File: src/isf_pkg.sv
// Purpose: Shared constants for the I/O sample formatter
// Assumes: 20 MHz module clock, byte-wide record stream
// Notes: Offsets are byte addresses on the plain register port
package isf_pkg;
   localparam int ISF_LINES = 13;
   localparam int ISF_ACH = 4;
   localparam int ISF_REC_MAX = 14;
   // Register offsets
   localparam logic [7:0] ISF_OFS_CMD = 8'h00;
   localparam logic [7:0] ISF_OFS_FUNC_LO = 8'h04;
   localparam logic [7:0] ISF_OFS_FUNC_HI = 8'h08;
   localparam logic [7:0] ISF_OFS_PULL_EN = 8'h0C;
   localparam logic [7:0] ISF_OFS_PULL_DIR = 8'h10;
   localparam logic [7:0] ISF_OFS_PERIOD = 8'h14;
   localparam logic [7:0] ISF_OFS_OPTIONS = 8'h18;
   localparam logic [7:0] ISF_OFS_DEST = 8'h1C;
   localparam logic [7:0] ISF_OFS_MODE = 8'h20;
   localparam logic [7:0] ISF_OFS_WAKE_CNT = 8'h24;
   localparam logic [7:0] ISF_OFS_STATUS = 8'h28;
   localparam logic [7:0] ISF_OFS_ACTIVE = 8'h2C;
   // Field positions
   localparam int ISF_CMD_APPLY = 0;
   localparam int ISF_CMD_QLOCAL = 1;
   localparam int ISF_CMD_QREMOTE = 2;
   localparam int ISF_OPT_MGMT = 0;
   localparam int ISF_OPT_DEST = 3;
   localparam int ISF_MODE_AREF = 0;
   localparam int ISF_MODE_API = 1;
   localparam int ISF_ST_QERR = 0;
   localparam int ISF_ST_FERR = 1;
   localparam int ISF_ST_BUSY = 2;
   localparam int ISF_ST_PEN = 3;
   localparam int ISF_ST_DROP = 4;
   localparam int ISF_ACT_AMASK = 16;
   // Reset values
   localparam logic [31:0] ISF_RST_FUNC_LO = 32'h0000_0000;
   localparam logic [19:0] ISF_RST_FUNC_HI = 20'h0_0000;
   localparam logic [15:0] ISF_RST_PERIOD = 16'h0000;
   localparam logic [7:0] ISF_RST_OPTIONS = 8'h00;
   localparam logic [31:0] ISF_RST_DEST = 32'h0000_0000;
   localparam logic [1:0] ISF_RST_MODE = 2'h1;
   localparam logic [7:0] ISF_RST_WAKE_CNT = 8'h01;
   // Pin function codes
   localparam logic [3:0] ISF_FN_OFF = 4'h0;
   localparam logic [3:0] ISF_FN_PERIPH = 4'h1;
   localparam logic [3:0] ISF_FN_ANALOG = 4'h2;
   localparam logic [3:0] ISF_FN_DIN = 4'h3;
   localparam logic [3:0] ISF_FN_DOUT_LO = 4'h4;
   localparam logic [3:0] ISF_FN_DOUT_HI = 4'h5;
   localparam logic [3:0] ISF_FN_XCVR_LO = 4'h6;
   localparam logic [3:0] ISF_FN_XCVR_HI = 4'h7;
   // Record constants
   localparam logic [7:0] ISF_SAMPLE_SETS = 8'h01;
   localparam logic [7:0] ISF_CR = 8'h0D;
   localparam logic [9:0] ISF_ADC_FULL = 10'h3FF;
   // Timing
   localparam int ISF_CLK_NS = 50;
   localparam int ISF_MS_NS = 1000000;
   localparam int ISF_MS_CYCLES = ISF_MS_NS / ISF_CLK_NS;
   localparam logic [1:0] ISF_MIN_GAP_MS = 2'h3;
endpackage

File: src/isf_io_sample_formatter.sv
// Purpose: I/O line configuration and sample record builder
// Assumes: ADC readings and transceiver state come from logic on this clock
// Notes: Records leave as a byte stream with valid/ready and routing flags
`timescale 1ns/1ps
`default_nettype none
module isf_io_sample_formatter
   import isf_pkg::*;
#(
   parameter int TICK_CYCLES = ISF_MS_CYCLES
)
(
   input wire logic clock,
   input wire logic rst,
   input wire logic [7:0] reg_addr,
   input wire logic [31:0] reg_wdata,
   input wire logic reg_write,
   input wire logic reg_read,
   output logic [31:0] reg_rdata,
   input wire logic [12:0] pin_in,
   output logic [12:0] pin_out,
   output logic [12:0] pin_oe_n,
   output logic [12:0] pull_en,
   output logic [12:0] pull_up,
   output logic [12:0] periph_en,
   output logic [12:0] pwm_en,
   output logic [3:0] analog_en,
   output logic analog_reference_select,
   input wire logic xcvr_active,
   input wire logic awake,
   input wire logic [10:0] adc0,
   input wire logic [10:0] adc1,
   input wire logic [10:0] adc2,
   input wire logic [10:0] adc3,
   output logic rec_valid,
   output logic [7:0] rec_data,
   output logic rec_first,
   output logic rec_last,
   input wire logic rec_ready,
   output logic rec_text,
   output logic rec_to_local,
   output logic rec_to_requester,
   output logic rec_to_mgmt,
   output logic rec_to_dest,
   output logic [31:0] rec_dest_addr,
   output logic query_error
);

   typedef enum logic [0:0] {ISF_IDLE, ISF_SEND} isf_state_t;

   // Keep each nibble whose new code is legal, else keep the old one
   function automatic logic [31:0] isf_merge(input logic [31:0] old_v, input logic [31:0] new_v);
      logic [31:0] r;
      r = old_v;
      for (int i = 0; i < 8; i++)
      begin
         if (new_v[4*i+3] == 1'b0)
         begin
            r[4*i +: 4] = new_v[4*i +: 4];
         end
      end
      return r;
   endfunction

   function automatic logic isf_bad(input logic [31:0] v, input int n);
      logic b;
      b = 1'b0;
      for (int i = 0; i < 8; i++)
      begin
         if (i < n && v[4*i+3])
         begin
            b = 1'b1;
         end
      end
      return b;
   endfunction

   function automatic logic [7:0] isf_hex(input logic [3:0] n);
      return (n < 4'hA) ? {4'h3, n} : {4'h4, n - 4'h9};
   endfunction

   function automatic logic [9:0] isf_sat(input logic [10:0] raw, input logic half_ref);
      logic [11:0] s;
      s = half_ref ? {raw, 1'b0} : {1'b0, raw};
      return (s > {2'h0, ISF_ADC_FULL}) ? ISF_ADC_FULL : s[9:0];
   endfunction

   // Pending and applied configuration
   logic [31:0] func_lo_r;
   logic [19:0] func_hi_r;
   logic [51:0] act_func_r;
   logic [12:0] pen_r;
   logic [12:0] pdir_r;
   logic [12:0] act_pen_r;
   logic [12:0] act_pdir_r;
   logic [15:0] period_r;
   logic [15:0] act_period_r;
   logic [7:0] options_r;
   logic [31:0] dest_r;
   logic [1:0] mode_r;
   logic [7:0] wake_cnt_r;
   logic qerr_r;
   logic ferr_r;
   logic drop_r;
   logic [31:0] reg_rdata_r;

   wire cmd_wr = reg_write && reg_addr == ISF_OFS_CMD;
   wire apply = cmd_wr && reg_wdata[ISF_CMD_APPLY];
   wire q_local = cmd_wr && reg_wdata[ISF_CMD_QLOCAL];
   wire q_remote = cmd_wr && reg_wdata[ISF_CMD_QREMOTE];
   wire wr_lo = reg_write && reg_addr == ISF_OFS_FUNC_LO;
   wire wr_hi = reg_write && reg_addr == ISF_OFS_FUNC_HI;
   wire [31:0] hi_ext = {12'h000, func_hi_r};
   wire [31:0] hi_merged = isf_merge(hi_ext, {12'h000, reg_wdata[19:0]});
   wire fn_bad = (wr_lo && isf_bad(reg_wdata, 8)) || (wr_hi && isf_bad(reg_wdata, 5));
   wire period_change = apply && period_r != act_period_r;
   wire half_ref = mode_r[ISF_MODE_AREF] == 1'b0;

   // Per-line decode of the applied codes
   logic [12:0] is_din;
   logic [12:0] is_dout;
   logic [12:0] is_xcvr;
   logic [12:0] dout_val;
   logic [12:0] pull_ok;
   logic [12:0] is_periph;
   logic [12:0] is_code2;
   for (genvar n = 0; n < ISF_LINES; n++)
   begin : g_dec
      wire [3:0] code = act_func_r[4*n +: 4];
      assign is_din[n] = code == ISF_FN_DIN;
      assign is_dout[n] = code == ISF_FN_DOUT_LO || code == ISF_FN_DOUT_HI;
      assign is_xcvr[n] = code == ISF_FN_XCVR_LO || code == ISF_FN_XCVR_HI;
      assign is_periph[n] = code == ISF_FN_PERIPH;
      assign is_code2[n] = code == ISF_FN_ANALOG;
      assign dout_val[n] = code == ISF_FN_DOUT_HI ||
                           (code == ISF_FN_XCVR_HI && xcvr_active) ||
                           (code == ISF_FN_XCVR_LO && !xcvr_active);
      assign pull_ok[n] = code == ISF_FN_DIN || code == ISF_FN_PERIPH;
   end
   wire [12:0] dmask = is_din | is_dout;
   wire [3:0] amask = is_code2[3:0];
   wire any_active = (|dmask) || (|amask);

   // Pin inputs pass two flip-flops before use
   logic [12:0] pin_s1_r;
   logic [12:0] pin_s2_r;
   logic awk_s1_r;
   logic awk_s2_r;
   logic awk_prev_r;
   always_ff @(posedge clock)
   begin
      pin_s1_r <= pin_in;
      pin_s2_r <= pin_s1_r;
      awk_s1_r <= awake;
      awk_s2_r <= awk_s1_r;
      awk_prev_r <= rst ? 1'b0 : awk_s2_r;
   end
   wire wake_edge = awk_s2_r && !awk_prev_r;
   wire [12:0] dstate = (is_dout & pin_out) | (is_din & pin_s2_r);

   // Register writes
   always_ff @(posedge clock)
   begin
      if (rst)
      begin
         func_lo_r <= ISF_RST_FUNC_LO;
         func_hi_r <= ISF_RST_FUNC_HI;
         act_func_r <= {ISF_RST_FUNC_HI, ISF_RST_FUNC_LO};
         pen_r <= 13'h0000;
         pdir_r <= 13'h0000;
         act_pen_r <= 13'h0000;
         act_pdir_r <= 13'h0000;
         period_r <= ISF_RST_PERIOD;
         act_period_r <= ISF_RST_PERIOD;
         options_r <= ISF_RST_OPTIONS;
         dest_r <= ISF_RST_DEST;
         mode_r <= ISF_RST_MODE;
         wake_cnt_r <= ISF_RST_WAKE_CNT;
      end
      else
      begin
         if (wr_lo)
         begin
            func_lo_r <= isf_merge(func_lo_r, reg_wdata);
         end
         if (wr_hi)
         begin
            func_hi_r <= hi_merged[19:0];
         end
         if (apply)
         begin
            act_func_r <= {func_hi_r, func_lo_r};
            act_pen_r <= pen_r;
            act_pdir_r <= pdir_r;
            act_period_r <= period_r;
         end
         if (reg_write && reg_addr == ISF_OFS_PULL_EN)
         begin
            pen_r <= reg_wdata[12:0];
         end
         if (reg_write && reg_addr == ISF_OFS_PULL_DIR)
         begin
            pdir_r <= reg_wdata[12:0];
         end
         if (reg_write && reg_addr == ISF_OFS_PERIOD)
         begin
            period_r <= reg_wdata[15:0];
         end
         if (reg_write && reg_addr == ISF_OFS_OPTIONS)
         begin
            options_r <= reg_wdata[7:0];
         end
         if (reg_write && reg_addr == ISF_OFS_DEST)
         begin
            dest_r <= reg_wdata;
         end
         if (reg_write && reg_addr == ISF_OFS_MODE)
         begin
            mode_r <= reg_wdata[1:0];
         end
         if (reg_write && reg_addr == ISF_OFS_WAKE_CNT)
         begin
            wake_cnt_r <= reg_wdata[7:0];
         end
      end
   end

   // Pin drive from applied configuration; reference select follows mode_r directly
   always_ff @(posedge clock)
   begin
      if (rst)
      begin
         pin_out <= 13'h0000;
         pin_oe_n <= 13'h1FFF;
         pull_en <= 13'h0000;
         pull_up <= 13'h0000;
         periph_en <= 13'h0000;
         pwm_en <= 13'h0000;
         analog_en <= 4'h0;
         analog_reference_select <= ISF_RST_MODE[ISF_MODE_AREF];
      end
      else
      begin
         pin_out <= dout_val & (is_dout | is_xcvr);
         pin_oe_n <= ~(is_dout | is_xcvr);
         pull_en <= act_pen_r & pull_ok;
         pull_up <= act_pdir_r & act_pen_r & pull_ok;
         periph_en <= is_periph;
         pwm_en <= {is_code2[12:4], 4'h0};
         analog_en <= amask;
         analog_reference_select <= mode_r[ISF_MODE_AREF];
      end
   end

   // Record image built from live samples
   logic [7:0] img [0:ISF_REC_MAX-1];
   logic [ISF_REC_MAX-1:0] fend;
   logic [3:0] img_len;
   logic [9:0] an [0:3];
   assign an[0] = isf_sat(adc0, half_ref);
   assign an[1] = isf_sat(adc1, half_ref);
   assign an[2] = isf_sat(adc2, half_ref);
   assign an[3] = isf_sat(adc3, half_ref);
   always_comb
   begin
      logic [3:0] pos;
      pos = 4'h4;
      fend = '0;
      for (int i = 0; i < ISF_REC_MAX; i++)
      begin
         img[i] = 8'h00;
      end
      img[0] = ISF_SAMPLE_SETS;
      fend[0] = 1'b1;
      img[1] = {3'h0, dmask[12:8]};
      img[2] = dmask[7:0];
      fend[2] = 1'b1;
      img[3] = {4'h0, amask};
      fend[3] = 1'b1;
      if (|dmask)
      begin
         img[4] = {3'h0, dstate[12:8]};
         img[5] = dstate[7:0];
         fend[5] = 1'b1;
         pos = 4'h6;
      end
      for (int c = 0; c < ISF_ACH; c++)
      begin
         if (amask[c])
         begin
            img[pos] = {6'h00, an[c][9:8]};
            img[pos + 4'h1] = an[c][7:0];
            fend[pos + 4'h1] = 1'b1;
            pos = pos + 4'h2;
         end
      end
      img_len = pos;
   end

   // Millisecond tick and periodic timer
   logic [15:0] tick_r;
   logic [15:0] per_cnt_r;
   logic [1:0] gap_r;
   logic [7:0] wk_seen_r;
   logic wake_ok_r;
   logic qpend_r;
   logic qrem_r;
   logic wpend_r;
   isf_state_t state_r;
   wire ms_tick = tick_r == 16'(TICK_CYCLES - 1);
   wire per_on = act_period_r != 16'h0000 && any_active && awk_s2_r && wake_ok_r;
   wire per_due = per_on && ms_tick && per_cnt_r + 16'h1 >= act_period_r;
   wire idle = state_r == ISF_IDLE;
   wire wake_hit = wake_edge && (wk_seen_r + 8'h1 >= wake_cnt_r);
   wire q_any = q_local || q_remote || qpend_r;
   wire start_q = idle && q_any && any_active;
   wire start_w = idle && !q_any && wpend_r && any_active;
   wire per_ok = per_due && gap_r >= ISF_MIN_GAP_MS - 2'h1;
   wire start_p = idle && !q_any && !wpend_r && per_ok;
   wire start = start_q || start_w || start_p;

   always_ff @(posedge clock)
   begin
      if (rst)
      begin
         tick_r <= 16'h0000;
         per_cnt_r <= 16'h0000;
         gap_r <= ISF_MIN_GAP_MS;
         wk_seen_r <= 8'h00;
         wake_ok_r <= 1'b1;
         wpend_r <= 1'b0;
      end
      else
      begin
         tick_r <= ms_tick ? 16'h0000 : tick_r + 16'h1;
         if (period_change || wake_edge || per_due || !per_on)
         begin
            per_cnt_r <= 16'h0000;
         end
         else if (ms_tick)
         begin
            per_cnt_r <= per_cnt_r + 16'h1;
         end
         if (start_p)
         begin
            gap_r <= 2'h0;
         end
         else if (ms_tick && gap_r != ISF_MIN_GAP_MS)
         begin
            gap_r <= gap_r + 2'h1;
         end
         if (wake_edge)
         begin
            wk_seen_r <= wake_hit ? 8'h00 : wk_seen_r + 8'h1;
            wake_ok_r <= wake_hit;
         end
         if (wake_edge && wake_hit)
         begin
            wpend_r <= 1'b1;
         end
         else if (start_w || !any_active)
         begin
            wpend_r <= 1'b0;
         end
      end
   end

   // Emitter
   logic [7:0] buf_r [0:ISF_REC_MAX-1];
   logic [ISF_REC_MAX-1:0] fend_r;
   logic [3:0] len_r;
   logic [3:0] idx_r;
   logic [1:0] ph_r;
   logic done_r;
   wire take = !rec_valid || rec_ready;
   wire last_idx = idx_r == len_r - 4'h1;
   wire [7:0] cur = buf_r[idx_r];
   wire [7:0] out_byte = !rec_text ? cur :
                         ph_r == 2'h0 ? isf_hex(cur[7:4]) :
                         ph_r == 2'h1 ? isf_hex(cur[3:0]) : ISF_CR;
   wire out_last = last_idx && (!rec_text || ph_r == 2'h2);
   wire text_cr = ph_r == 2'h1 && fend_r[idx_r];

   always_ff @(posedge clock)
   begin
      if (rst)
      begin
         state_r <= ISF_IDLE;
         rec_valid <= 1'b0;
         rec_data <= 8'h00;
         rec_first <= 1'b0;
         rec_last <= 1'b0;
         rec_text <= 1'b0;
         rec_to_local <= 1'b0;
         rec_to_requester <= 1'b0;
         rec_to_mgmt <= 1'b0;
         rec_to_dest <= 1'b0;
         rec_dest_addr <= ISF_RST_DEST;
         idx_r <= 4'h0;
         ph_r <= 2'h0;
         done_r <= 1'b0;
         len_r <= 4'h0;
         fend_r <= '0;
      end
      else if (start)
      begin
         state_r <= ISF_SEND;
         for (int i = 0; i < ISF_REC_MAX; i++)
         begin
            buf_r[i] <= img[i];
         end
         fend_r <= fend;
         len_r <= img_len;
         idx_r <= 4'h0;
         ph_r <= 2'h0;
         done_r <= 1'b0;
         rec_first <= 1'b1;
         rec_text <= start_q && !mode_r[ISF_MODE_API];
         rec_to_local <= start_q && !(qrem_r && qpend_r) && !q_remote;
         rec_to_requester <= start_q && (q_remote || (qpend_r && qrem_r));
         rec_to_mgmt <= !start_q && options_r[ISF_OPT_MGMT];
         rec_to_dest <= !start_q && (!options_r[ISF_OPT_MGMT] ||
                                     options_r[ISF_OPT_DEST]);
         rec_dest_addr <= dest_r;
      end
      else if (state_r == ISF_SEND && take)
      begin
         if (done_r)
         begin
            rec_valid <= 1'b0;
            rec_last <= 1'b0;
            state_r <= ISF_IDLE;
         end
         else
         begin
            rec_valid <= 1'b1;
            rec_data <= out_byte;
            rec_last <= out_last;
            rec_first <= idx_r == 4'h0 && ph_r == 2'h0;
            done_r <= out_last;
            if (!rec_text || ph_r == 2'h2 || (ph_r == 2'h1 && !text_cr))
            begin
               idx_r <= idx_r + 4'h1;
               ph_r <= 2'h0;
            end
            else
            begin
               ph_r <= text_cr ? 2'h2 : 2'h1;
            end
         end
      end
   end

   wire [31:0] status_w = {27'h0, drop_r, per_on, !idle, ferr_r, qerr_r};
   wire [31:0] rd_mux = !reg_read ? 32'h0 :
      reg_addr == ISF_OFS_FUNC_LO ? func_lo_r :
      reg_addr == ISF_OFS_FUNC_HI ? hi_ext :
      reg_addr == ISF_OFS_PULL_EN ? {19'h0, pen_r} :
      reg_addr == ISF_OFS_PULL_DIR ? {19'h0, pdir_r} :
      reg_addr == ISF_OFS_PERIOD ? {16'h0, period_r} :
      reg_addr == ISF_OFS_OPTIONS ? {24'h0, options_r} :
      reg_addr == ISF_OFS_DEST ? dest_r :
      reg_addr == ISF_OFS_MODE ? {30'h0, mode_r} :
      reg_addr == ISF_OFS_WAKE_CNT ? {24'h0, wake_cnt_r} :
      reg_addr == ISF_OFS_STATUS ? status_w :
      reg_addr == ISF_OFS_ACTIVE ? {12'h0, amask, 3'h0, dmask} : 32'h0;

   // Query holding, status and read port
   always_ff @(posedge clock)
   begin
      if (rst)
      begin
         qpend_r <= 1'b0;
         qrem_r <= 1'b0;
         qerr_r <= 1'b0;
         ferr_r <= 1'b0;
         drop_r <= 1'b0;
         query_error <= 1'b0;
         reg_rdata_r <= 32'h0000_0000;
      end
      else
      begin
         if ((q_local || q_remote) && !start_q && any_active)
         begin
            qpend_r <= 1'b1;
            qrem_r <= q_remote;
         end
         else if (start_q)
         begin
            qpend_r <= 1'b0;
         end
         query_error <= q_any && !any_active;
         if (q_any && !any_active)
         begin
            qpend_r <= 1'b0;
         end
         // Hardware set wins over a software clear in the same cycle
         qerr_r <= (q_any && !any_active) ||
                   (qerr_r && !(reg_write && reg_addr == ISF_OFS_STATUS &&
                                reg_wdata[ISF_ST_QERR]));
         ferr_r <= fn_bad || (ferr_r && !(reg_write && reg_addr == ISF_OFS_STATUS &&
                                          reg_wdata[ISF_ST_FERR]));
         drop_r <= (per_due && !start_p) ||
                   (drop_r && !(reg_write && reg_addr == ISF_OFS_STATUS &&
                                reg_wdata[ISF_ST_DROP]));
         reg_rdata_r <= rd_mux;
      end
   end

   assign reg_rdata = reg_rdata_r;

endmodule // isf_io_sample_formatter
`default_nettype wire

File: config.mk
export PLATFORM = sky130hd
export DESIGN_NAME = isf_io_sample_formatter
export DESIGN_NICKNAME = d
export VERILOG_FILES = /design/src/isf_pkg.sv /design/src/isf_io_sample_formatter.sv
export SDC_FILE = /design/constraint.sdc
export NUM_CORES = 1
export LEC_CHECK = 0
export ABC_AREA = 1
export BUFFER_PORTS_ARGS = -buffer_cell sky130_fd_sc_hd__buf_2
export CORE_MARGIN = 4
export CORE_UTILIZATION = 31
export CTS_CLUSTER_DIAMETER = 200
export DETAILED_ROUTE_END_ITERATION = 16
export GPL_TIMING_DRIVEN = 0
export SLEW_MARGIN = 20
export SYNTH_ARGS = -nofsm -noshare
export SYNTH_HDL_FRONTEND = slang
export SYNTH_SLANG_ARGS = --single-unit
File: constraint.sdc
create_clock -name clock -period 13.15 [get_ports clock]
set_input_delay 2.63 -clock clock [delete_from_list [all_inputs] [get_ports clock]]
set_output_delay 2.63 -clock clock [all_outputs]
set_load 0.005 [all_outputs]
==> impl_metrics.tcl <==
set metrics [dict create \
    timing.final.crit_period_ps 5550 \
    clkSlewWorstSetupHoldPaths_ps 60 \
    power_frac_clock_pct 49.2 \
    grt_overflow 0 \
    p_int_mw 2.78 \
    coreArea_um2 78000 \
    die-area_um2 83800 \
    boundaryPins 268 \
    switching_power_mw 0.870 \
    crit_path_start_kind "primary input" \
    slew_headroom_pct 22.1 \
    cts.path.max_buffers 3 \
    grt_pass1_wl_mm 144 \
    ys_top_cells_by_area "dfxtp_1 (38%), edfxtp_1 (9.7%), nand2_1 (7.7%), a21oi_1 (5.4%), inv_1 (4.9%)" \
    cp_data_arrival_time_ps 5880 \
    drc 0 \
    viasPerCell 5.28 \
    final_nets 3621 \
    routed_wl_mm 101 \
    worst_pin_slew_ps 1160 \
    hold_viol_final 0 \
    post_synth_and_or_nand_nor_area_fraction_pct 23.0 \
    synthArstFlopShare_pct 0 \
    io_buffers 262 \
    hold_ws_ps 323 \
    timing_max_transition_violations_final 0 \
    comb_power_share_pct 3.8 \
    start_util_pct 31.5 \
    clockRootBuffer "clkbuf_16" \
    cts_made_buffers 60 \
    die_h_um 289 \
    clock_skew_ps 33.4 \
    r2r_cells 18 \
    synth_seq_cells 551 \
    synth.cell_area_um2 24500 \
    synthMuxAreaShare_pct 0 \
    timing.fmax_mhz 180 \
    ys_types 63 \
    fin_crit_sh_pct 42.2 \
    utilization_pct 37.7 \
    cp.required_ps 13480 \
    power_leakage_nw 11.7 \
    power.share.switching_pct 23.8 \
    yosys_warnings 0 \
    final_antenna_net_count 0 \
    crit_path_end_kind "flip-flop" \
    synth-seq-area-share_pct 48.2 \
    path_max_fanout 52 \
    clock_sinks 551 \
    synth-xor-area-share_pct 1.36 \
    ys.flop_type "dfxtp_1" \
    syn_avg_cell_area_um2 7.80 \
    setup_viol 0 \
    path_class "primary input to flip-flop" \
    vdd.ir_drop.worst_mv 0.105 \
    dp_hpwl_mm 78.6 \
    grt_usage_pct 23.2 \
    core.rowCount 102 \
    synth_compound_area_share_pct 17.2 \
    rsz0062_at_grt "false" \
    min-delay-path-class "flip-flop to flip-flop" \
    whs_path_depth 0 \
    grt_max_degree 53 \
    cts_resized 0 \
    synth_top_area_cell "dfxtp_1" \
    drtPass1Iterations 6 \
    power_density_nw_per_um2 124 \
    vias 24200 \
    place.gp.congestion 0.976 \
    synthCells 3148 \
    outcome "finished, final reports clean" \
    power_frac_seq_pct 47.0 \
    synth_fa_ha_area_share_pct 2.12 \
    wl_per_cell_um 22.1 \
    r2r_setup_slack_ps 7980 \
    setup_tns_ps 0 \
    antenna_found_initial 8 \
    synth_top_family_by_area "simple AND/OR/NAND/NOR gates" \
    layout.cells.non_filler 4573 \
    drv_cap 0 \
    htree_levels 2 \
    first_iter_violations 2958 \
    cts_setup_buffers 0 \
    first_global_vias 21900 \
    synth_edf_count 79 \
    drive_gt1_share_pct 13.4 \
    dp.cells 4454 \
    hold_buffers 0 \
    clk_latency_ps 660 \
    area_growth_pct 19.6 \
    synth_top_area_share_pct 38.5 \
    cts_tree "yes" \
    die_w_um 289 \
]
## cells in the mapped netlist (all sizes together), types with 10 or more instances
cell type,number
inv,343
o211ai,32
o21ai,278
ha,40
a21oi,264
edfxtp,79
nor3,128
clkbuf,121
and3,10
nor2,329
dfxtp,472
o22ai,47
xor2,29
nand4,48
nand2,510
nor4,64
a211oi,54
nor3b,18
a31oi,12
buf,40
nand3,144
## cell usage in the layout (no fill, tap or decap), types with 10 or more instances in the layout
master and instances:
xor2_1 29, and3_1 10, edfxtp_1 79, clkbuf_1 124
a211oi_1 53, nor4_1 61, clkbuf_16 63, inv_1 321
o21ai_0 239, nand4_1 47, buf_2 283, dfxtp_1 472
clkbuf_8 13, o21ai_1 27, nor2_1 318, nor3_1 124
a31oi_1 12, nand2_1 506, nand3_1 140, inv_2 21
o211ai_1 32, o21ai_2 11, a21oi_1 263, o22ai_1 47
nor3b_1 18, ha_1 40, clkinv_2 15
## through the flow
step / cell area [um^2] / total power, mW / setup WS, ps
after floorplan: 24600 / 1.82 / 7160
after global placement: 27200 / 1.89 / 5530
after detailed placement: 27200 / 1.89 / 7130
after CTS: 29300 / 3.68 / 7820
after global routing: 29400 / 3.75 / 7510
final: 29400 / 3.65 / 7600
## state kept, by name, indices dropped and copies added, names as in the netlist, 16 cells and up, named ones only
register,cells
buf_r,79
act_func_r,39
reg_rdata,32
act_period_r,16
tick_r,16
rec_dest_addr,32
func_lo_r,24
per_cnt_r,16
period_r,16
dest_r,32
## per-layer routing
metal	share of wire [%]	global-route usage, %	up-vias
met2	45	37.3	1193
met4	2.8	6.48	6
met3	9.5	4.58	166
li1	-	-	11400
met1	42	31.8	11400
met5	0.036	0	-
## power groups by stage
stage | logic, mW | clock network (mW) | registers (mW)
after floorplan | 0.0645 | 0 | 1.75
after global placement | 0.133 | 0 | 1.76
after detailed placement | 0.134 | 0 | 1.76
after CTS | 0.134 | 1.83 | 1.72
after global routing | 0.147 | 1.88 | 1.72
final | 0.139 | 1.80 | 1.72
## final cells by class
class | instances | area, um^2
diodes | 5 | 12.5
fillers | 8186 | 48600
multi-input cells | 2089 | 10700
clock buffers | 81 | 1780
flip-flops and latches | 551 | 11800
inverters | 350 | 1320
plain buffers | 161 | 694
well taps | 1040 | 1300
clock inverters | 33 | 353
repair buffers | 263 | 1340
## worst max-delay path: stages
cell and delay, ps:
buf_2 80, inv_1 30, nand2_1 120, inv_1 60, nand3_1 490, nor2_1 230
a21oi_1 410, nand2_1 120, nor3_1 360, nand2_2 190, nand2_4 160, nand2_2 80
buf_2 220, inv_4 350, buf_16 300
## kinds of logic (layout without fill, tap and decap cells)
logic type / count (synthesis) / after routing
AND/OR/NAND/NOR: 1268 / 1268
flip-flops: 551 / 551
AO/OA/AOI/OAI: 738 / 738
other: 1 / 9
XOR/XNOR: 38 / 38
buffers and inverters: 511 / 888
adder cells (fa/ha/maj): 41 / 41
## worst paths after layout
check / from / endpoint
setup / recovery: reg_addr[0] / buf_r[4][0]$_DFFE_PP_
hold / removal: pin_s1_r[1]$_DFF_P_ / pin_s2_r[1]$_DFF_P_
setup reg to reg: act_func_r[38]$_SDFFE_PP0P_ / buf_r[11][2]$_DFFE_PP_
hold reg to reg: pin_s1_r[1]$_DFF_P_ / pin_s2_r[1]$_DFF_P_
Power figures use the tool's default switching activity.
